## src/verilog/clock_source_select_regs.vh

```
// Constants for the system clock source selection block
// Functional notes
// - Startup source from three-bit configuration field
// - Decode configuration field into eight clock modes
// - Software selects system clock at run time
// - Run-time select reaches secondary, internal or configured source
// - Internal block offers fast, medium, slow sources
// - Crystal modes count 1024 cycles after reset/wake
// - Stall execution during count unless monitor/two-speed
// - External clock modes skip the start-up count
// - Static on external clock; stopping keeps state
// - PLL on when either enable; config overrides
// - Monitor detects external failure, falls back internal
// - Secondary oscillator selectable as system clock
// - Secondary pin is I/O or clock output
// - Crystal modes use pin; else bit selects
// - Frequency select resets to 0111 (500 kHz)
`ifndef CLOCK_SOURCE_SELECT_REGS_VH
`define CLOCK_SOURCE_SELECT_REGS_VH
`define MODE_EXT_HIGH 3'h7
`define MODE_EXT_MED 3'h6
`define MODE_EXT_LOW 3'h5
`define MODE_INTERNAL 3'h4
`define MODE_RC 3'h3
`define MODE_XTAL_HIGH 3'h2
`define MODE_XTAL_MED 3'h1
`define MODE_XTAL_LOW 3'h0
`define ADDR_CONTROL 4'h0
`define ADDR_STATUS 4'h1
`define ADDR_IRQ_STATUS 4'h2
`define ADDR_IRQ_MASK 4'h3
`define CTRL_SCS_LSB 0
`define CTRL_FREQ_LSB 3
`define CTRL_PLL_BIT 7
`define FREQ_RESET 4'h7
`define SCS_CONFIG 2'h0
`define SCS_SECONDARY 2'h1
`define STARTUP_CYCLES 11'h400
`define FAIL_TIMEOUT 8'hc8
`define IRQ_FAIL_BIT 0
`define IRQ_READY_BIT 1
`define IRQ_SWITCH_BIT 2
`endif

```

## src/verilog/glitchless_clock_gate.v

```verilog
// Per-source enable handshake for a glitch-free clock multiplexer
`timescale 1ns/100ps
module glitchless_clock_gate (
    input wire i_clk_sys,   // System clock
    input wire i_reset,     // Synchronous reset, high
    input wire i_ce,        // Clock enable
    input wire i_want,      // This source requested
    input wire i_others_off,// All other sources released
    input wire i_src_fall,  // Falling edge seen on this source
    output reg o_on         // Source gated through
);
    always @(posedge i_clk_sys) begin
        if (i_reset) begin
            o_on <= 1'b0;
        end else if (i_ce && i_src_fall) begin
            // Change only while the source is low so no pulse is cut
            if (!i_want) begin
                o_on <= 1'b0;
            end else if (i_others_off) begin
                o_on <= 1'b1;
            end
        end
    end
endmodule

```

## src/verilog/system_clock_source_select.v

```verilog
// Oscillator mode decode, start-up timer, PLL, fail-safe and clock mux
//
// Added by the designer: the register offsets and the plain strobed port.
`timescale 1ns/100ps
`include "clock_source_select_regs.vh"
module system_clock_source_select (
    input wire i_clk_sys,          // System clock, 20 MHz
    input wire i_reset,            // Synchronous reset, high
    input wire i_ce,               // Clock enable, freezes state when low
    input wire [2:0] i_osc_config, // Oscillator configuration field
    input wire i_config_pll_enable,// Configuration PLL enable
    input wire i_clock_output_enable, // Config bit, 0 gives clock out
    input wire i_fail_safe_enable, // Fail-safe monitor enable
    input wire i_two_speed_enable, // Two-speed start-up enable
    input wire i_powerup_delay_done, // Power-up timer expired
    input wire i_wake,             // Wake from sleep pulse
    input wire i_primary_osc_input,// Primary oscillator pin
    input wire i_secondary_osc,    // Secondary oscillator clock
    input wire i_internal_fast_source,   // 16 MHz internal
    input wire i_internal_medium_source, // 500 kHz internal
    input wire i_internal_slow_source,   // 31 kHz internal
    input wire [3:0] i_addr,       // Register address
    input wire [7:0] i_wdata,      // Register write data
    input wire i_wr,               // Write strobe
    input wire i_rd,               // Read strobe
    output reg [7:0] o_rdata,      // Read data
    output wire o_irq,             // Interrupt, high level
    output reg o_sys_clk,          // Selected system clock
    output wire o_pll_enable,      // 4x PLL enable
    output wire o_cpu_hold,        // Hold program counter
    output wire o_secondary_pin_osc,  // Pin used by oscillator
    output wire o_secondary_pin_clkout, // Pin drives clock output
    output wire o_clkout_oe,       // Pin output enable for clock out
    output reg [2:0] o_mode        // Decoded active mode
);
    function is_crystal;
        input [2:0] m;
        begin
            is_crystal = (m == `MODE_XTAL_HIGH) || (m == `MODE_XTAL_MED) ||
                (m == `MODE_XTAL_LOW);
        end
    endfunction
    function is_external;
        input [2:0] m;
        begin
            is_external = (m != `MODE_INTERNAL);
        end
    endfunction

    ////////////////////////////////////////////////////////////////////////////
    // Pin synchronisers, three stages, change when stages two and three agree
    reg [2:0] prim_sync_reg;
    reg [2:0] sec_sync_reg;
    reg [2:0] fast_sync_reg;
    reg [2:0] med_sync_reg;
    reg [2:0] slow_sync_reg;
    reg prim_reg;
    reg sec_reg;
    reg fast_reg;
    reg med_reg;
    reg slow_reg;
    always @(posedge i_clk_sys) begin
        if (i_reset) begin
            prim_sync_reg <= 3'h0;
            sec_sync_reg <= 3'h0;
            fast_sync_reg <= 3'h0;
            med_sync_reg <= 3'h0;
            slow_sync_reg <= 3'h0;
            prim_reg <= 1'b0;
            sec_reg <= 1'b0;
            fast_reg <= 1'b0;
            med_reg <= 1'b0;
            slow_reg <= 1'b0;
        end else if (i_ce) begin
            prim_sync_reg <= {prim_sync_reg[1:0], i_primary_osc_input};
            sec_sync_reg <= {sec_sync_reg[1:0], i_secondary_osc};
            fast_sync_reg <= {fast_sync_reg[1:0], i_internal_fast_source};
            med_sync_reg <= {med_sync_reg[1:0], i_internal_medium_source};
            slow_sync_reg <= {slow_sync_reg[1:0], i_internal_slow_source};
            if (prim_sync_reg[1] == prim_sync_reg[2]) prim_reg <= prim_sync_reg[2];
            if (sec_sync_reg[1] == sec_sync_reg[2]) sec_reg <= sec_sync_reg[2];
            if (fast_sync_reg[1] == fast_sync_reg[2]) fast_reg <= fast_sync_reg[2];
            if (med_sync_reg[1] == med_sync_reg[2]) med_reg <= med_sync_reg[2];
            if (slow_sync_reg[1] == slow_sync_reg[2]) slow_reg <= slow_sync_reg[2];
        end
    end
    wire prim_fall = i_ce && prim_reg && (prim_sync_reg[1] == prim_sync_reg[2]) &&
        !prim_sync_reg[2];
    wire sec_fall = i_ce && sec_reg && (sec_sync_reg[1] == sec_sync_reg[2]) &&
        !sec_sync_reg[2];
    wire prim_rise = i_ce && !prim_reg && (prim_sync_reg[1] == prim_sync_reg[2]) &&
        prim_sync_reg[2];

    ////////////////////////////////////////////////////////////////////////////
    // Registers
    reg [7:0] control_reg;
    reg [2:0] irq_status_reg;
    reg [2:0] irq_mask_reg;
    reg [2:0] config_mode_reg;
    reg fail_reg;
    reg startup_done_reg;
    wire [1:0] scs = control_reg[`CTRL_SCS_LSB+1:`CTRL_SCS_LSB];
    wire [3:0] freq_sel = control_reg[`CTRL_FREQ_LSB+3:`CTRL_FREQ_LSB];
    wire [2:0] irq_events;
    wire [7:0] status_word = {3'h0, o_cpu_hold, startup_done_reg, fail_reg,
        o_pll_enable, 1'b0};
    always @(posedge i_clk_sys) begin
        if (i_reset) begin
            control_reg <= {1'b0, `FREQ_RESET, 3'h0};
            irq_mask_reg <= 3'h0;
            o_rdata <= 8'h00;
        end else if (i_ce) begin
            if (i_wr && i_addr == `ADDR_CONTROL) control_reg <= i_wdata;
            if (i_wr && i_addr == `ADDR_IRQ_MASK) irq_mask_reg <= i_wdata[2:0];
            if (i_rd) begin
                case (i_addr)
                    `ADDR_CONTROL: o_rdata <= control_reg;
                    `ADDR_STATUS: o_rdata <= status_word;
                    `ADDR_IRQ_STATUS: o_rdata <= {5'h00, irq_status_reg};
                    `ADDR_IRQ_MASK: o_rdata <= {5'h00, irq_mask_reg};
                    default: o_rdata <= 8'h00;
                endcase
            end else begin
                o_rdata <= 8'h00;
            end
        end
    end
    // Set wins over write-one-to-clear
    always @(posedge i_clk_sys) begin
        if (i_reset) begin
            irq_status_reg <= 3'h0;
        end else if (i_ce) begin
            irq_status_reg <= (irq_status_reg &
                ~((i_wr && i_addr == `ADDR_IRQ_STATUS) ? i_wdata[2:0] : 3'h0)) |
                irq_events;
        end
    end
    assign o_irq = |(irq_status_reg & irq_mask_reg);

    ////////////////////////////////////////////////////////////////////////////
    // Mode reloaded from the configuration field every enabled cycle after reset release
    always @(posedge i_clk_sys) begin
        if (i_reset) begin
            config_mode_reg <= `MODE_INTERNAL;
        end else if (i_ce) begin
            config_mode_reg <= i_osc_config;
        end
    end
    always @* begin
        o_mode = config_mode_reg;
    end

    ////////////////////////////////////////////////////////////////////////////
    // Start-up timer counting primary oscillator cycles
    localparam ST_WAIT = 2'h0;
    localparam ST_COUNT = 2'h1;
    localparam ST_DONE = 2'h2;
    reg [1:0] st_reg;
    reg [10:0] st_count_reg;
    always @(posedge i_clk_sys) begin
        if (i_reset) begin
            st_reg <= ST_WAIT;
            st_count_reg <= 11'h000;
            startup_done_reg <= 1'b0;
        end else if (i_ce) begin
            case (st_reg)
                ST_WAIT: begin
                    st_count_reg <= 11'h000;
                    // Live field: the captured mode still holds its reset value here
                    if (!is_crystal(i_osc_config)) begin
                        st_reg <= ST_DONE;
                        startup_done_reg <= 1'b1;
                    end else if (i_powerup_delay_done) begin
                        st_reg <= ST_COUNT;
                    end
                end
                ST_COUNT: begin
                    if (prim_rise) begin
                        st_count_reg <= st_count_reg + 11'h001;
                        if (st_count_reg == `STARTUP_CYCLES - 11'h001) begin
                            st_reg <= ST_DONE;
                            startup_done_reg <= 1'b1;
                        end
                    end
                end
                ST_DONE: begin
                    if (i_wake && is_crystal(config_mode_reg)) begin
                        st_reg <= ST_COUNT;
                        st_count_reg <= 11'h000;
                        startup_done_reg <= 1'b0;
                    end
                end
                default: st_reg <= ST_WAIT;
            endcase
        end
    end
    assign o_cpu_hold = !startup_done_reg && !(i_fail_safe_enable || i_two_speed_enable);

    ////////////////////////////////////////////////////////////////////////////
    // Fail-safe monitor: external clock with no edge for a timeout
    reg [7:0] fail_count_reg;
    reg [1:0] scs_prev_reg;
    wire ext_active = is_external(config_mode_reg) && (scs == `SCS_CONFIG);
    always @(posedge i_clk_sys) begin
        if (i_reset) begin
            fail_count_reg <= 8'h00;
            fail_reg <= 1'b0;
            scs_prev_reg <= 2'h0;
        end else if (i_ce) begin
            scs_prev_reg <= scs;
            if (!i_fail_safe_enable || !ext_active || prim_rise || prim_fall) begin
                fail_count_reg <= 8'h00;
            end else if (fail_count_reg != `FAIL_TIMEOUT) begin
                fail_count_reg <= fail_count_reg + 8'h01;
            end
            if (fail_count_reg == `FAIL_TIMEOUT) begin
                fail_reg <= 1'b1;
            end else if (scs != scs_prev_reg) begin
                fail_reg <= 1'b0;
            end
        end
    end
    wire fail_set = i_ce && !fail_reg && (fail_count_reg == `FAIL_TIMEOUT);
    wire ready_set = i_ce && !startup_done_reg && (st_reg == ST_COUNT) && prim_rise &&
        (st_count_reg == `STARTUP_CYCLES - 11'h001);
    wire switch_set = i_ce && (scs != scs_prev_reg);
    assign irq_events = {switch_set, ready_set, fail_set};

    ////////////////////////////////////////////////////////////////////////////
    // Source selection and internal frequency choice
    reg int_clk;
    always @* begin
        if (freq_sel == 4'h0) begin
            int_clk = slow_reg;
        end else if (freq_sel[3]) begin
            int_clk = fast_reg;
        end else begin
            int_clk = med_reg;
        end
    end
    wire use_secondary = (scs == `SCS_SECONDARY) && !fail_reg;
    wire use_primary = (scs == `SCS_CONFIG) && ext_active && !fail_reg &&
        (startup_done_reg || !is_crystal(config_mode_reg));
    wire use_internal = !use_secondary && !use_primary;
    wire int_fall = i_ce && !int_clk;
    wire on_prim;
    wire on_sec;
    wire on_int;
    glitchless_clock_gate gate_prim (
        .i_clk_sys(i_clk_sys),
        .i_reset(i_reset),
        .i_ce(i_ce),
        .i_want(use_primary),
        .i_others_off(!on_sec && !on_int),
        .i_src_fall(prim_fall || !prim_reg),
        .o_on(on_prim)
    );
    glitchless_clock_gate gate_sec (
        .i_clk_sys(i_clk_sys),
        .i_reset(i_reset),
        .i_ce(i_ce),
        .i_want(use_secondary),
        .i_others_off(!on_prim && !on_int),
        .i_src_fall(sec_fall || !sec_reg),
        .o_on(on_sec)
    );
    glitchless_clock_gate gate_int (
        .i_clk_sys(i_clk_sys),
        .i_reset(i_reset),
        .i_ce(i_ce),
        .i_want(use_internal),
        .i_others_off(!on_prim && !on_sec),
        .i_src_fall(int_fall),
        .o_on(on_int)
    );
    // Clock output stops with the source, keeping all state (static design)
    always @(posedge i_clk_sys) begin
        if (i_reset) begin
            o_sys_clk <= 1'b0;
        end else if (i_ce) begin
            o_sys_clk <= (on_prim & prim_reg) | (on_sec & sec_reg) |
                (on_int & int_clk);
        end
    end

    ////////////////////////////////////////////////////////////////////////////
    // PLL enable and secondary pin function
    assign o_pll_enable = i_config_pll_enable | control_reg[`CTRL_PLL_BIT];
    assign o_secondary_pin_osc = is_crystal(config_mode_reg);
    assign o_secondary_pin_clkout = !is_crystal(config_mode_reg) &&
        !i_clock_output_enable;
    assign o_clkout_oe = o_secondary_pin_clkout;
endmodule

```

## config.mk

```make
export PLATFORM = sky130hd
export DESIGN_NAME = system_clock_source_select
export DESIGN_NICKNAME = d
export VERILOG_FILES = /design/src/verilog/glitchless_clock_gate.v /design/src/verilog/system_clock_source_select.v
export VERILOG_INCLUDE_DIRS = /design/src /design/src/verilog
export SDC_FILE = /design/constraint.sdc
export NUM_CORES = 1
export LEC_CHECK = 0
export BUFFER_PORTS_ARGS = -buffer_cell sky130_fd_sc_hd__buf_2
export CAP_MARGIN = 20
export CORE_UTILIZATION = 43
export CTS_CLUSTER_SIZE = 14
export DETAILED_ROUTE_END_ITERATION = 12
export HOLD_SLACK_MARGIN = 0.08
export MAX_ROUTING_LAYER = met4
export PLACE_DENSITY = 0.63
export SLEW_MARGIN = 15
export SYNTH_ARGS = -nofsm -noshare
export SYNTH_HDL_FRONTEND = slang
export SYNTH_SLANG_ARGS = --single-unit
```

## constraint.sdc

```tcl
create_clock -name i_clk_sys -period 2.72 [get_ports i_clk_sys]
set_clock_uncertainty 0.15 [all_clocks]
set_input_delay 0.544 -clock i_clk_sys [delete_from_list [all_inputs] [get_ports i_clk_sys]]
set_output_delay 0.544 -clock i_clk_sys [all_outputs]
set_load 0.1 [all_outputs]
```

==> impl_metrics.py <==
metrics = {
    "synth": {
        "yosys_warnings": 0,
        "ys_async_sr_fraction_pct": 0,
        "synth_ff_type": "dfxtp_1",
        "yosys.area_share.adder_pct": 1.10,
        "synth-compound-area-share_pct": 18.4,
        "synth_area_mm2": 0.00342,
        "synth_nets": 414,
        "ys_ff_latch": 74,
        "synth_simple_gate_area_share_pct": 21.1,
        "synth_top_area_cell": "dfxtp_1",
        "synth_top_family_by_area": "simple AND/OR/NAND/NOR gates",
        "synth_seq_area_share_pct": 43.4,
        "syn_area_per_cell_um2": 8.99,
        "yosysUniqueCellTypes": 61,
        "synth-xor-area-share_pct": 1.28,
        "synth-edff-count": 0,
        "synth_top_cell_area_share_pct": 43.4,
        "ys_top_cells_by_area": "dfxtp_1 43%, mux2i_1 7.9%, nor2_1 6.6%, a21oi_1 4.0%, o21ai_0 3.4%",
        "muxShareOfSynthArea_pct": 10.2,
        "synth_cells": 380,
    },
    "critical_path": {
        "critical_path_required_ps": 2030,
        "worstPathArrival_ps": 1470,
        "r2r-end": "st_reg[0]",
        "startpoint_type": "register",
        "ff2ff_path_depth": 6,
        "endpoint_kind": "primary output",
        "timing.critical_path.to": "o_secondary_pin_osc",
        "cp_max_fo": 6,
        "crit_start": "o_mode[1]",
        "timing.reg2reg.setup_slack_ps": 790,
        "reg2reg_from": "st_count_reg[0]",
        "critPathKind": "reg2out",
    },
    "cts": {
        "clk_path_buf_depth": 2,
        "post_cts_buffers": 0,
        "cts_hold_buf": 0,
        "cts-root-buf": "clkbuf_8",
        "clock_latency_ps": 350,
        "cts_tree": "yes",
        "post_cts_resize_count": 0,
        "clock_sinks": 74,
        "cts_made_buffers": 9,
        "htreeDepth": 3,
        "path_clk_slew_ps": 80,
    },
    "floorplanning": {
        "die_area_mm2": 0.00830,
        "row_count": 32,
        "ioPinCount": 49,
        "die_width_um": 91.1,
        "start_util_pct": 44.4,
        "core_area_mm2": 0.00769,
        "die_h_um": 91.1,
    },
    "timing": {
        "fin_crit_sh_pct": 79.4,
        "rsz0062_at_grt": "false",
        "timing.slew.headroom_pct": 62.3,
        "fmax_mhz": 463,
        "setup_viol": 0,
        "fin_crit_ps": 2160,
        "worst_pin_slew_ps": 558,
        "whs_ps": 274,
        "finalHoldViolCount": 0,
        "maxSlewViolCount": 0,
    },
    "detailed_routing": {
        "vias": 2842,
        "wirelength_mm": 7.12,
        "drc_errors": 0,
        "wl_per_cell_um": 13.5,
        "drtIter0Drc": 128,
        "postRouteAntennaNets": 0,
        "via_per_inst": 5.39,
        "drtPass1Iterations": 4,
    },
    "cells_and_area": {
        "largest_register_ffs": 11,
        "nets": 455,
        "drive_gt1_share_pct": 20.7,
        "n_antenna_cell": 0,
        "syn_to_final_growth_pct": 15.4,
    },
    "pwr": {
        "leakagePower_nw": 1.64,
        "vdd_drop_max_uv": 377,
        "p_per_area_mw_per_mm2": 592,
        "power_mw": 2.33,
    },
    "global_routing": {
        "grt_usage_pct": 18.7,
        "grt_start_max_net_pins": 41,
        "grt_pass1_vias": 2531,
        "overflow": 0,
        "grt_pass1_wl_mm": 12.0,
        "antenna_found_initial": 0,
    },
    "run": {
        "maxCapViolCount": 0,
    },
    "placement": {
        "dp_hpwl_mm": 5.01,
        "gp_congestion": 0.857,
        "port_buffers": 48,
    },
    "hold_path": {
        "hold_path.class": "in2reg",
    },
    "outcome": {
        "run_status": "finished, final reports clean",
    },
}
==> area by class of cell <==
type | count | area [um^2]
clock buffers | 9 | 124
clock inverters | 6 | 91.3
fillers | 752 | 3750
inverters | 14 | 52.6
multi-input cells | 270 | 1790
flip-flops and latches | 74 | 1480
well taps | 102 | 128
repair buffers | 52 | 270
==> cell families after synthesis <==
| family | count (synthesis) |
|---|---|
| simple gates | 135 |
| compound gates | 95 |
| xor+xnor | 5 |
| fa+ha+maj | 3 |
| mux | 32 |
| buf+inv | 36 |
| flops | 74 |
==> how the worst min path moves through the flow <==
stage                      startpoint  depth (start not counted)               end  slack (ps)
3_5_place_dp          med_sync_reg[2]                          2           med_reg         300
4_1_cts                    i_wdata[6]                          3    control_reg[6]         260
3_3_place_gp          med_sync_reg[2]                          2           med_reg         300
6_report                   i_wdata[6]                          3    control_reg[6]         270
2_1_floorplan        fast_sync_reg[2]                          2          fast_reg         290
5_1_grt        i_internal_slow_source                          3  slow_sync_reg[0]         260
==> worst max-delay path: stages (launching register included) <==
cell and delay, ps:
dfxtp_2 350, a21oi_4 280, buf_2 480
==> metal layers <==
metal | share of wire [%] | vias to the layer above | GRT usage, %
li1 | - | 1447 | -
met1 | 49 | 1325 | 24.0
met2 | 45 | 64 | 28.2
met3 | 5.0 | 6 | 5.61
met4 | 0.76 | 0 | 5.69
met5 | 0 | - | -
==> metrics by stage <==
step                      setup TNS, ps  setup WS, ps  instances  util [%]  cell area, um^2
after floorplan                    -325          -325        380         -             3430
after global placement                0           500        512      48.5             3730
after detailed placement              0           444        512      48.5             3730
after CTS                             0           535        527      51.3             3940
after global routing                  0           511        527      51.3             3940
final                                 0           561        527      51.3             3940
==> cell usage after synthesis, types with 3 or more instances <==
cell	number
buf_4	4
clkbuf_1	9
nand2_1	15
nor2b_1	6
a22o_1	6
and3_1	6
dfxtp_1	74
mux2_2	3
nand4_1	3
a21o_1	6
inv_1	13
buf_1	5
a21oi_1	27
mux2i_1	27
nor2_1	60
or3_1	8
a211o_1	4
a311oi_1	3
a22oi_1	9
ha_1	3
xor2_1	4
buf_2	4
nand3_1	7
o21ai_0	23
==> cells in the final DEF (no fill, tap or decap), types with 2 or more instances in the layout <==
master / n
a22o_1: 6
buf_2: 48
nand2_1: 15
nand4_1: 3
nor4b_2: 2
o31ai_1: 2
bufinv_16: 2
nand4b_1: 2
buf_4: 4
nand3_1: 7
a21oi_1: 27
a21o_1: 6
and4_1: 2
nor3b_1: 2
inv_1: 13
mux2i_1: 27
mux4_2: 2
a31oi_1: 2
mux2_2: 3
a22oi_1: 9
xor2_1: 4
or4_1: 2
nor2b_1: 6
o21ai_0: 23
a311oi_1: 3
dfxtp_1: 72
ha_1: 3
and3_1: 6
a211o_1: 4
nand3b_1: 2
nor4_1: 2
nor2_2: 2
nand2b_1: 2
dfxtp_2: 2
or3_1: 8
clkinvlp_4: 3
nor4b_1: 2
clkbuf_8: 9
nor2_1: 59
==> where the power goes <==
| group | internal [mW] | switching (mW) | leakage (nW) |
|---|---|---|---|
| sequential | 1.11 | 0.0294 | 0.601 |
| clock | 0.514 | 0.416 | 0.0979 |
| combinational | 0.0878 | 0.178 | 0.943 |
Power figures use the tool's default switching activity.
